[src/logic/lrdo_pkg.sv]
// Package of constants for the limit result digital output block
package lrdo_pkg;
   // APB register byte offsets
   localparam logic [7:0] LRDO_CTRL_OFS = 8'h00;
   localparam logic [7:0] LRDO_PULSE_OFS = 8'h04;
   localparam logic [7:0] LRDO_STAT_OFS = 8'h08;
   localparam logic [7:0] LRDO_TRIG_OFS = 8'h0c;
   // Control register fields
   localparam int LRDO_EN_BIT = 0;
   localparam int LRDO_PULSE_BIT = 1;
   localparam int LRDO_POL_BIT = 2;
   localparam int LRDO_HOLD_BIT = 3;
   localparam int LRDO_LIMIT_BEEPER_MODE_LSB = 4;
   localparam int LRDO_LIMIT_BEEPER_MODE_W = 2;
   // Trigger register fields
   localparam int LRDO_CHAN_BIT = 0;
   localparam int LRDO_TEMP_BIT = 1;
   // Reset values
   localparam logic [31:0] LRDO_CTRL_RST = 32'h0000_0000;
   // Number of limit lines and bound indices
   localparam int LRDO_NLIM = 4;
   localparam int LRDO_NOUT = 5;
   localparam int LRDO_MASTER = 4;
   // Timing, in microseconds, and the clock rate in MHz
   localparam int LRDO_CLK_MHZ = 250;
   localparam int LRDO_PULSE_US = 2000;
   localparam int LRDO_DLY_CHAN_US = 10000;
   localparam int LRDO_DLY_NOCH_US = 2000;
   localparam int LRDO_TEMP_MULT = 10;
   // Pulse width register counts in milliseconds (0.001 s units)
   localparam int LRDO_MS_CYC = LRDO_CLK_MHZ * 1000;
   localparam logic [31:0] LRDO_PULSE_MS_RST = 32'(LRDO_PULSE_US / 1000);
   localparam logic [31:0] LRDO_PULSE_MS_MAX = 32'h05f5_e0ff; // 99999999 ms
   // Beeper modes, changeable only on the panel side
   typedef enum logic [1:0] {lrdo_limit_beeper_mode_disabled, lrdo_limit_beeper_mode_inside, lrdo_limit_beeper_mode_outside}
      lrdo_limit_beeper_mode_e;
endpackage : lrdo_pkg

[src/logic/lrdo_top.sv]
// Limit result digital outputs: bound compare, latency, line drive, APB
//
// Local design decisions: the register addresses and the APB slave port.
`timescale 1ns/1ps
// Behaviour
// - Outputs 1..4 follow first low, first high, second low, second high bounds.
// - Output 5 is the OR of the four bound violations.
// - A reaching reading asserts its line; an inside reading releases it.
// - Asserted level is high for active-high polarity, low for active-low.
// - Pulse mode gives one pulse per failing reading at set polarity.
// - Pulse width defaults to 2 ms, remotely set 0.001 to 99999.999 s.
// - An in-limit reading during a pulse ends it at once.
// - Pulse timing runs independently and does not slow readings.
// - Without hold, master releases when a reading is inside all bounds.
// - With hold, master stays asserted until the control-source stage passes.
// - During scanning a held master releases only when a new scan starts.
// - Output updates about 10 ms after trigger with channel, 2 ms without.
// - Temperature readings may take up to ten times longer to update.
// - External trigger accepted only while its enable pin is high or open.
// - The port trigger input is the same as the trigger-link input.
// - Bounds compare as unitless numbers for every function.
// - Simple scan shares one bound set; advanced scan keeps one per channel.
// - Beeper mode cannot be changed over the remote interface.
// - Open-collector output: transistor off for high, on to pull low.
// - Outputs drive only while the output enable setting is on.
module lrdo_top
   import lrdo_pkg::*;
#(
   parameter int VAL_W = 33,
   parameter int NCH = 8,
   parameter int CH_W = 3,
   parameter int CNT_W = 48,
   parameter int DLY_CHAN_CYC = LRDO_DLY_CHAN_US * LRDO_CLK_MHZ,
   parameter int DLY_NOCH_CYC = LRDO_DLY_NOCH_US * LRDO_CLK_MHZ
) (
   // Clock and reset
   input wire logic clk,
   input wire logic rst,
   // APB slave
   input wire logic psel,
   input wire logic penable,
   input wire logic pwrite,
   input wire logic [7:0] paddr,
   input wire logic [31:0] pwdata,
   input wire logic [3:0] pstrb,
   output logic [31:0] prdata,
   output logic pready,
   output logic pslverr,
   // Reading and trigger-model events
   input wire logic reading_valid,
   input wire logic signed [VAL_W-1:0] reading_value,
   input wire logic [CH_W-1:0] reading_channel,
   input wire logic control_source_pass,
   input wire logic scan_active,
   input wire logic scan_start,
   // Limit bound set writes, from the limit arithmetic side
   input wire logic bound_we,
   input wire logic [CH_W-1:0] bound_channel,
   input wire logic [1:0] bound_index,
   input wire logic signed [VAL_W-1:0] bound_value,
   input wire logic advanced_scan,
   // Local panel beeper mode
   input wire logic panel_limit_beeper_mode_we,
   input wire lrdo_pkg::lrdo_limit_beeper_mode_e panel_limit_beeper_mode_mode,
   output lrdo_pkg::lrdo_limit_beeper_mode_e limit_beeper_mode,
   // Trigger pins
   input wire logic trigger_in,
   input wire logic trigger_in_enable,
   output logic external_trigger,
   // Open-collector limit outputs
   output logic [LRDO_NOUT-1:0] limit_out,
   output logic [LRDO_NOUT-1:0] limit_oe
);
   logic [31:0] ctrl;
   logic [31:0] pulse_ms;
   logic [31:0] trig_cfg;
   logic signed [VAL_W-1:0] bounds [NCH][LRDO_NLIM];
   logic [LRDO_NLIM-1:0] fail_cap;
   logic [LRDO_NLIM-1:0] fail_now;
   logic [31:0] dly_cnt;
   logic dly_busy;
   logic upd;
   logic [LRDO_NOUT-1:0] line_asserted;
   logic master_held;
   logic [CNT_W-1:0] pulse_cycles;
   logic [CH_W-1:0] sel_ch;
   logic [31:0] dly_load;
   logic acc_wr;
   logic acc_rd;

   // Byte-lane write merge
   function automatic logic [31:0] merge(input logic [31:0] old, input logic [31:0] wd,
                                         input logic [3:0] st);
      logic [31:0] r;
      r = old;
      for (int i = 0; i < 4; i++) begin
         if (st[i]) begin
            r[i*8 +: 8] = wd[i*8 +: 8];
         end
      end
      return r;
   endfunction : merge

   // Valid register address decode
   function automatic logic mapped(input logic [7:0] a);
      return a == LRDO_CTRL_OFS || a == LRDO_PULSE_OFS || a == LRDO_STAT_OFS ||
             a == LRDO_TRIG_OFS;
   endfunction : mapped

   assign acc_wr = psel && penable && pwrite && pready;
   assign acc_rd = psel && !penable && !pwrite;

   // APB ready: one wait state, answer in the second access cycle
   always_ff @(posedge clk or posedge rst) begin
      if (rst) begin
         pready <= 1'b0;
      end else begin
         pready <= psel && penable && !pready;
      end
   end

   // Error answer for unmapped addresses
   always_ff @(posedge clk or posedge rst) begin
      if (rst) begin
         pslverr <= 1'b0;
      end else begin
         pslverr <= psel && penable && !pready && !mapped(paddr);
      end
   end

   // Control register; beeper field is not written here
   always_ff @(posedge clk or posedge rst) begin
      if (rst) begin
         ctrl <= LRDO_CTRL_RST;
      end else if (acc_wr && paddr == LRDO_CTRL_OFS) begin
         ctrl <= merge(ctrl, pwdata, pstrb) & 32'h0000_000f;
      end
   end

   // Pulse width in milliseconds, clamped to the legal span
   always_ff @(posedge clk or posedge rst) begin
      if (rst) begin
         pulse_ms <= LRDO_PULSE_MS_RST;
      end else if (acc_wr && paddr == LRDO_PULSE_OFS) begin
         if (merge(pulse_ms, pwdata, pstrb) == 32'h0000_0000) begin
            pulse_ms <= 32'h0000_0001;
         end else if (merge(pulse_ms, pwdata, pstrb) > LRDO_PULSE_MS_MAX) begin
            pulse_ms <= LRDO_PULSE_MS_MAX;
         end else begin
            pulse_ms <= merge(pulse_ms, pwdata, pstrb);
         end
      end
   end

   // Trigger latency selection register
   always_ff @(posedge clk or posedge rst) begin
      if (rst) begin
         trig_cfg <= 32'h0000_0000;
      end else if (acc_wr && paddr == LRDO_TRIG_OFS) begin
         trig_cfg <= merge(trig_cfg, pwdata, pstrb) & 32'h0000_0003;
      end
   end

   // Read data, captured in the setup cycle
   always_ff @(posedge clk or posedge rst) begin
      if (rst) begin
         prdata <= 32'h0000_0000;
      end else if (acc_rd) begin
         case (paddr)
            LRDO_CTRL_OFS: prdata <= ctrl | (32'(limit_beeper_mode) << LRDO_LIMIT_BEEPER_MODE_LSB);
            LRDO_PULSE_OFS: prdata <= pulse_ms;
            LRDO_STAT_OFS: prdata <= {25'h0, dly_busy, master_held, line_asserted};
            LRDO_TRIG_OFS: prdata <= trig_cfg;
            default: prdata <= 32'h0000_0000;
         endcase
      end
   end

   // Beeper mode from the panel only
   always_ff @(posedge clk or posedge rst) begin
      if (rst) begin
         limit_beeper_mode <= lrdo_limit_beeper_mode_disabled;
      end else if (panel_limit_beeper_mode_we) begin
         limit_beeper_mode <= panel_limit_beeper_mode_mode;
      end
   end

   // Bound store: per channel in advanced scan, channel 0 shared in simple
   always_ff @(posedge clk) begin
      if (bound_we) begin
         bounds[advanced_scan ? bound_channel : CH_W'(0)][bound_index] <= bound_value;
      end
   end

   assign sel_ch = advanced_scan ? reading_channel : CH_W'(0);

   // Unitless signed compare, order low1, high1, low2, high2
   always_comb begin
      fail_now[0] = reading_value <= bounds[sel_ch][0];
      fail_now[1] = reading_value >= bounds[sel_ch][1];
      fail_now[2] = reading_value <= bounds[sel_ch][2];
      fail_now[3] = reading_value >= bounds[sel_ch][3];
   end

   // Capture results once per reading strobe
   always_ff @(posedge clk or posedge rst) begin
      if (rst) begin
         fail_cap <= '0;
      end else if (reading_valid) begin
         fail_cap <= fail_now;
      end
   end

   // Latency load from channel closure and temperature options
   always_comb begin
      dly_load = trig_cfg[LRDO_CHAN_BIT] ? 32'(DLY_CHAN_CYC) : 32'(DLY_NOCH_CYC);
      if (trig_cfg[LRDO_TEMP_BIT]) begin
         dly_load = 32'(dly_load * LRDO_TEMP_MULT);
      end
   end

   // Output latency timer after each reading; a new reading restarts it
   always_ff @(posedge clk or posedge rst) begin
      if (rst) begin
         dly_cnt <= 32'h0000_0000;
         dly_busy <= 1'b0;
      end else if (reading_valid) begin
         dly_cnt <= dly_load;
         dly_busy <= 1'b1;
      end else if (dly_busy && dly_cnt <= 32'h0000_0001) begin
         dly_busy <= 1'b0;
         dly_cnt <= 32'h0000_0000;
      end else if (dly_busy) begin
         dly_cnt <= dly_cnt - 32'h0000_0001;
      end
   end

   assign upd = dly_busy && dly_cnt <= 32'h0000_0001 && !reading_valid;
   assign pulse_cycles = CNT_W'(pulse_ms) * CNT_W'(LRDO_MS_CYC);

   // Master hold flag, released at control-source pass or new scan
   always_ff @(posedge clk or posedge rst) begin
      if (rst) begin
         master_held <= 1'b0;
      end else if (!ctrl[LRDO_EN_BIT] || !ctrl[LRDO_HOLD_BIT]) begin
         master_held <= 1'b0;
      end else if (upd && |fail_cap) begin
         master_held <= 1'b1;
      end else if (scan_active ? scan_start : control_source_pass) begin
         master_held <= 1'b0;
      end
   end

   // Four bound lines and the master line
   for (genvar g = 0; g < LRDO_NOUT; g++) begin : g_line
      lrdo_line #(.CNT_W(CNT_W)) u_line (
         .clk(clk),
         .rst(rst),
         .enable(ctrl[LRDO_EN_BIT]),
         .pulse_mode(ctrl[LRDO_PULSE_BIT]),
         .active_low(ctrl[LRDO_POL_BIT]),
         .pulse_cycles(pulse_cycles),
         .upd(upd),
         .fail(g == LRDO_MASTER ? (|fail_cap || master_held) : fail_cap[g]),
         .pin_out(limit_out[g]),
         .pin_oe(limit_oe[g]),
         .asserted(line_asserted[g])
      );
   end

   // Trigger-link input gated by its enable pin
   always_ff @(posedge clk or posedge rst) begin
      if (rst) begin
         external_trigger <= 1'b0;
      end else begin
         external_trigger <= trigger_in && trigger_in_enable;
      end
   end
endmodule : lrdo_top

[src/logic/lrdo_line.sv]
// One limit output line with level or pulse drive and open-collector stage
`timescale 1ns/1ps
module lrdo_line #(
   parameter int CNT_W = 48
) (
   // Clock and reset
   input wire logic clk,
   input wire logic rst,
   // Control
   input wire logic enable,
   input wire logic pulse_mode,
   input wire logic active_low,
   input wire logic [CNT_W-1:0] pulse_cycles,
   // Update from the latency stage
   input wire logic upd,
   input wire logic fail,
   // Open-collector pin
   output logic pin_out,
   output logic pin_oe,
   output logic asserted
);
   logic [CNT_W-1:0] cnt;
   logic next_asserted;

   // Next asserted state: level follows fail, pulse counts down
   always_comb begin
      next_asserted = asserted;
      if (!enable) begin
         next_asserted = 1'b0;
      end else if (upd) begin
         next_asserted = fail;
      end else if (pulse_mode && asserted && cnt <= CNT_W'(1)) begin
         next_asserted = 1'b0;
      end
   end

   // Line state
   always_ff @(posedge clk or posedge rst) begin
      if (rst) begin
         asserted <= 1'b0;
      end else begin
         asserted <= next_asserted;
      end
   end

   // Pulse timer runs on its own and does not stall readings
   always_ff @(posedge clk or posedge rst) begin
      if (rst) begin
         cnt <= '0;
      end else if (upd && fail) begin
         cnt <= pulse_cycles;
      end else if (cnt != '0) begin
         cnt <= cnt - CNT_W'(1);
      end
   end

   // Pin drive: transistor on pulls low, off lets pull-up raise the line
   always_ff @(posedge clk or posedge rst) begin
      if (rst) begin
         pin_oe <= 1'b0;
         pin_out <= 1'b0;
      end else begin
         pin_out <= 1'b0;
         pin_oe <= enable && (next_asserted == active_low); // Transistor off while disabled
      end
   end
endmodule : lrdo_line

[config.mk]
export PLATFORM = sky130hd
export DESIGN_NAME = lrdo_top
export DESIGN_NICKNAME = d
export VERILOG_FILES = /design/src/logic/lrdo_pkg.sv /design/src/logic/lrdo_top.sv /design/src/logic/lrdo_line.sv
export SDC_FILE = /design/constraint.sdc
export NUM_CORES = 2
export LEC_CHECK = 0
export BUFFER_PORTS_ARGS = -buffer_cell sky130_fd_sc_hd__buf_2
export CORE_UTILIZATION = 50
export DETAILED_ROUTE_END_ITERATION = 12
export PLACE_DENSITY_LB_ADDON = 0.2
export SKIP_LAST_GASP = 1
export SYNTH_ARGS = -nofsm -noshare
export SYNTH_HDL_FRONTEND = slang
export SYNTH_HIERARCHICAL = 1
export SYNTH_SLANG_ARGS = --single-unit
[constraint.sdc]
create_clock -name clk -period 5.25 [get_ports clk]
set_input_delay 0 -clock clk [delete_from_list [all_inputs] [get_ports clk]]
set_output_delay 0 -clock clk [all_outputs]
set_load 0.01 [all_outputs]
==> impl_metrics.py <==
metrics = {
    "placed_design": {
        "pre_cts_slack_ps": -591.2,
        "dpl.hpwl_um": 125900,
        "portBuffers": 175,
        "placed_area_um2": 75210,
        "place_inst": 7096,
        "place_congestion": 0.8871,
    },
    "timing": {
        "maxSlewViolCount": 0,
        "relSlewSlack_pct": 13.12,
        "holdWs_ps": 33.74,
        "hold_viol": 0,
        "period_minus_slack_ps": 5720,
        "clock_skew_ps": 54.15,
        "rsz0062_at_grt": "yes",
        "finalCritPeriodShare_pct": 108.9,
        "setup_viol": 135,
        "max_slew.worst_pin.slew_ps": 1300,
        "fmax_ghz": 0.1748,
        "setup_ws_ps": -469.9,
        "finalSetupTns_ps": -34970,
    },
    "routing": {
        "routed_wl_um": 193100,
        "vias": 45478,
        "first_iter_violations": 4303,
        "wl_per_cell_um": 25.63,
        "dr.pass1.iters": 8,
        "via_per_inst": 6.037,
        "ant_nets": 0,
        "drc_errors": 0,
    },
    "die": {
        "die_h_um": 376.1,
        "io_pins": 181,
        "die_area_um2": 141400,
        "core_um2": 138200,
        "initial_core_util_pct": 50.63,
        "num_rows": 136,
        "dieWidth_um": 376.1,
    },
    "finish": {
        "fin_util_pct": 59.76,
        "multi_input_area_um2": 28740,
        "nets": 6103,
        "register_area_um2": 40810,
        "drive_above_1_share_pct": 23.13,
        "nFillCells": 10654,
        "stdcell_area_um2": 82580,
        "stdcell_count": 7533,
        "syn_to_final_growth_pct": 18.03,
    },
    "logic_synthesis": {
        "synth_enable_flop_cells": 1056,
        "synth_ff_type": "edfxtp_1",
        "async_flop_share_pct": 25.58,
        "netlist_instances": 4972,
        "yosys_warnings": 6,
        "synth_area_per_cell_um2": 14.07,
        "synth-seq-cells": 1419,
        "syn_area_um2": 69960,
        "synth.distinct_cells": 95,
        "synth_seq_area_share_pct": 58.31,
    },
    "critical_path": {
        "end_kind": "flop",
        "slowest_stage": "dfstp_2",
        "required_ps": 5940,
        "r2r_cells": 23,
        "crit_arrival_ps": 6410,
        "start_kind": "flop",
        "cp_cell_sequence": "inv_2 -> fa_1 -> inv_2 -> fa_2 -> fa_1 -> fa_2 -> ha_4 -> inv_2 -> fa_1 -> inv_2 -> ha_4 -> buf_6 -> nand4_1 -> a21oi_2 -> o31ai_4 -> a21oi_2 -> o211ai_1 -> a21oi_1 -> o21ai_1 -> a211oi_2 -> buf_6 -> nor2_1 -> a211oi_2",
        "worstSetupPathType": "reg -> reg",
        "critPathMaxStageDelay_ps": 570,
        "cpMostUsedCell": "inv_2",
        "cp_max_fo": 5,
        "rrSetupSlack_ps": -470,
    },
    "global_routing": {
        "antenna_found_initial": 20,
        "grt_max_degree": 97,
        "grt_usage_pct": 27.60,
        "overflow": 0,
        "grt_pass1_vias": 45526,
        "grt_pass1_wl_um": 290800,
    },
    "clock_network": {
        "cts_sinks": 1419,
        "htree_levels": 4,
        "root_buffer": "clkbuf_16",
        "cts_tree": "yes",
        "clk_path_buf_depth": 3,
        "path_clk_slew_ps": 60,
        "clk_latency_ps": 790,
        "cts_buffers": 148,
    },
    "power_and_ir_drop": {
        "power_mw": 24.83,
        "p_seq_share_pct": 49.3,
        "power_density_nw_per_um2": 300.7,
        "vdd_drop_max_v": 0.0003421,
        "power.switching_mw": 5.815,
        "p_clk_share_pct": 42.6,
        "p_sw_share_pct": 23.42,
        "power_frac_comb_pct": 8.0,
        "p_int_mw": 19.02,
        "p_leak_nw": 31.56,
    },
    "run_status": {
        "outcome": "finished, violations left",
        "violations": "negative setup slack",
    },
    "flow_run": {
        "maxCapViolCount": 0,
    },
    "worst_hold_path": {
        "hp-class": "in -> async",
    },
}
flip-flops by register name, summed over array words and instances (netlist names), 4 cells and up:
signal,flops
dly_cnt,32
g_line.u_line/pin_oe,5
pulse_ms,32
ctrl,4
g_line.u_line/cnt,240
prdata,32
fail_cap,4
g_line.u_line/asserted,5
bounds,1056
cell families after synthesis:
logic type               count (synthesis)  synth area share, %
multiplexers                           426                10.88
flip-flops                            1419                58.31
AO/OA/AOI/OAI                          813                7.574
other                                    6              0.03219
buffers and inverters                  453                2.550
AND/OR/NAND/NOR                       1293                9.890
adder cells (fa/ha/maj)                425                9.049
XOR/XNOR                               137                1.715
power groups by stage:
stage	combinational (mW)	clock (mW)	sequential, mW
3_3_place_gp	1.83	0	12.5
2_1_floorplan	1.02	0	12.5
3_5_place_dp	1.86	0	12.5
4_1_cts	1.97	10.7	12.2
6_report	2.00	10.6	12.2
5_1_grt	2.15	11.2	12.3
final timing paths:
| check | startpoint | endpoint |
|---|---|---|
| max reg2reg | pulse_ms[1] | g_line[1].u_line/cnt[44] |
| min | rst | fail_cap[0] |
| min in group clk | bound_channel[2] | bounds[1][45] |
| max | pulse_ms[1] | g_line[1].u_line/cnt[44] |
| max in group asynchronous | rst | pulse_ms[16] |
| min reg2reg | prdata[4] | prdata[4] |
Yosys cell counts (23+ instances only):
cell type / number / share of area, %
edfxtp_1: 1056 / 45
nand3_1: 92 / 0.66
ha_1: 290 / 5.2
nand4_1: 49 / 0.44
a31oi_1: 31 / 0.28
nor3_1: 137 / 0.98
buf_1: 28 / 0.15
xor2_1: 36 / 0.45
xnor2_1: 101 / 1.3
inv_1: 260 / 1.4
nor2_1: 360 / 1.9
or2_2: 27 / 0.24
mux2i_1: 144 / 2.1
nor4_1: 82 / 0.73
o31ai_1: 23 / 0.25
or4_1: 50 / 0.54
or3_1: 67 / 0.60
clkbuf_1: 134 / 0.72
fa_1: 135 / 3.9
o211ai_1: 30 / 0.32
dfrtp_1: 362 / 13
o21ai_1: 27 / 0.19
nand2_1: 244 / 1.3
o21ai_0: 174 / 1.2
a21o_1: 57 / 0.61
a21oi_1: 178 / 1.3
mux4_2: 266 / 8.6
a211oi_1: 100 / 1.1
a22o_1: 34 / 0.43
layout by cell type, fill, tap and decap left out, types with 35 or more instances in the layout:
| cell | synthesis | layout |
|---|---|---|
| nand3_1 | 92 | 86 |
| or4_1 | 50 | 50 |
| o21ai_1 | 27 | 35 |
| a21oi_1 | 178 | 156 |
| dlygate4sd3_1 | 0 | 143 |
| fa_1 | 135 | 132 |
| ha_1 | 290 | 278 |
| buf_4 | 13 | 238 |
| dfrtp_1 | 362 | 352 |
| a211oi_1 | 100 | 71 |
| nor2_4 | 5 | 54 |
| mux2i_1 | 144 | 144 |
| xnor2_1 | 101 | 87 |
| clkbuf_16 | 0 | 151 |
| mux4_2 | 266 | 266 |
| nor2_1 | 360 | 301 |
| edfxtp_1 | 1056 | 1056 |
| or3_1 | 67 | 66 |
| inv_1 | 260 | 230 |
| o21ai_0 | 174 | 161 |
| nor3_1 | 137 | 136 |
| nand2_1 | 244 | 229 |
| nand4_1 | 49 | 49 |
| a21o_1 | 57 | 57 |
| buf_2 | 15 | 173 |
| xor2_1 | 36 | 36 |
| nor4_1 | 82 | 82 |
layer usage:
metal / vias up / part of all wire [%] / GRT usage [%]
li1: 20279 / - / -
met1: 23236 / 41 / 36.88
met2: 1575 / 49 / 45.67
met3: 366 / 7.0 / 4.942
met4: 22 / 3.5 / 9.373
met5: - / 0.070 / 0
timing repair:
| action | in CTS | in global routing |
|---|---|---|
| pin swaps | 74 | 46 |
| hold endpoints to repair | 1457 | 0 |
| hold buffers | 143 | 0 |
| gates cloned | 0 | 0 |
| setup buffers | 10 | 9 |
| gates resized for setup | 79 | 117 |
| endpoints found under the setup margin | 130 | 145 |
critical path: cells and delay by family, from the launching register on:
kind,cells,cell delay [ps]
buffers and inverters,6,470
adders and majority gates,7,3010
DFF,1,570
and+or+nand+nor,2,190
AOI/OAI and AO/OA,8,1400
layout make-up:
cell class / instances / area share [%]
Timing Repair Buffer: 596 / 5.799
Multi-Input combinational cell: 3119 / 34.80
Clock inverter: 92 / 1.179
Tap cell: 1863 / 2.823
Sequential cell: 1419 / 49.42
Antenna cell: 6 / 0.01818
Inverter: 260 / 1.188
Clock buffer: 178 / 4.770
Power figures use the tool's default switching activity.
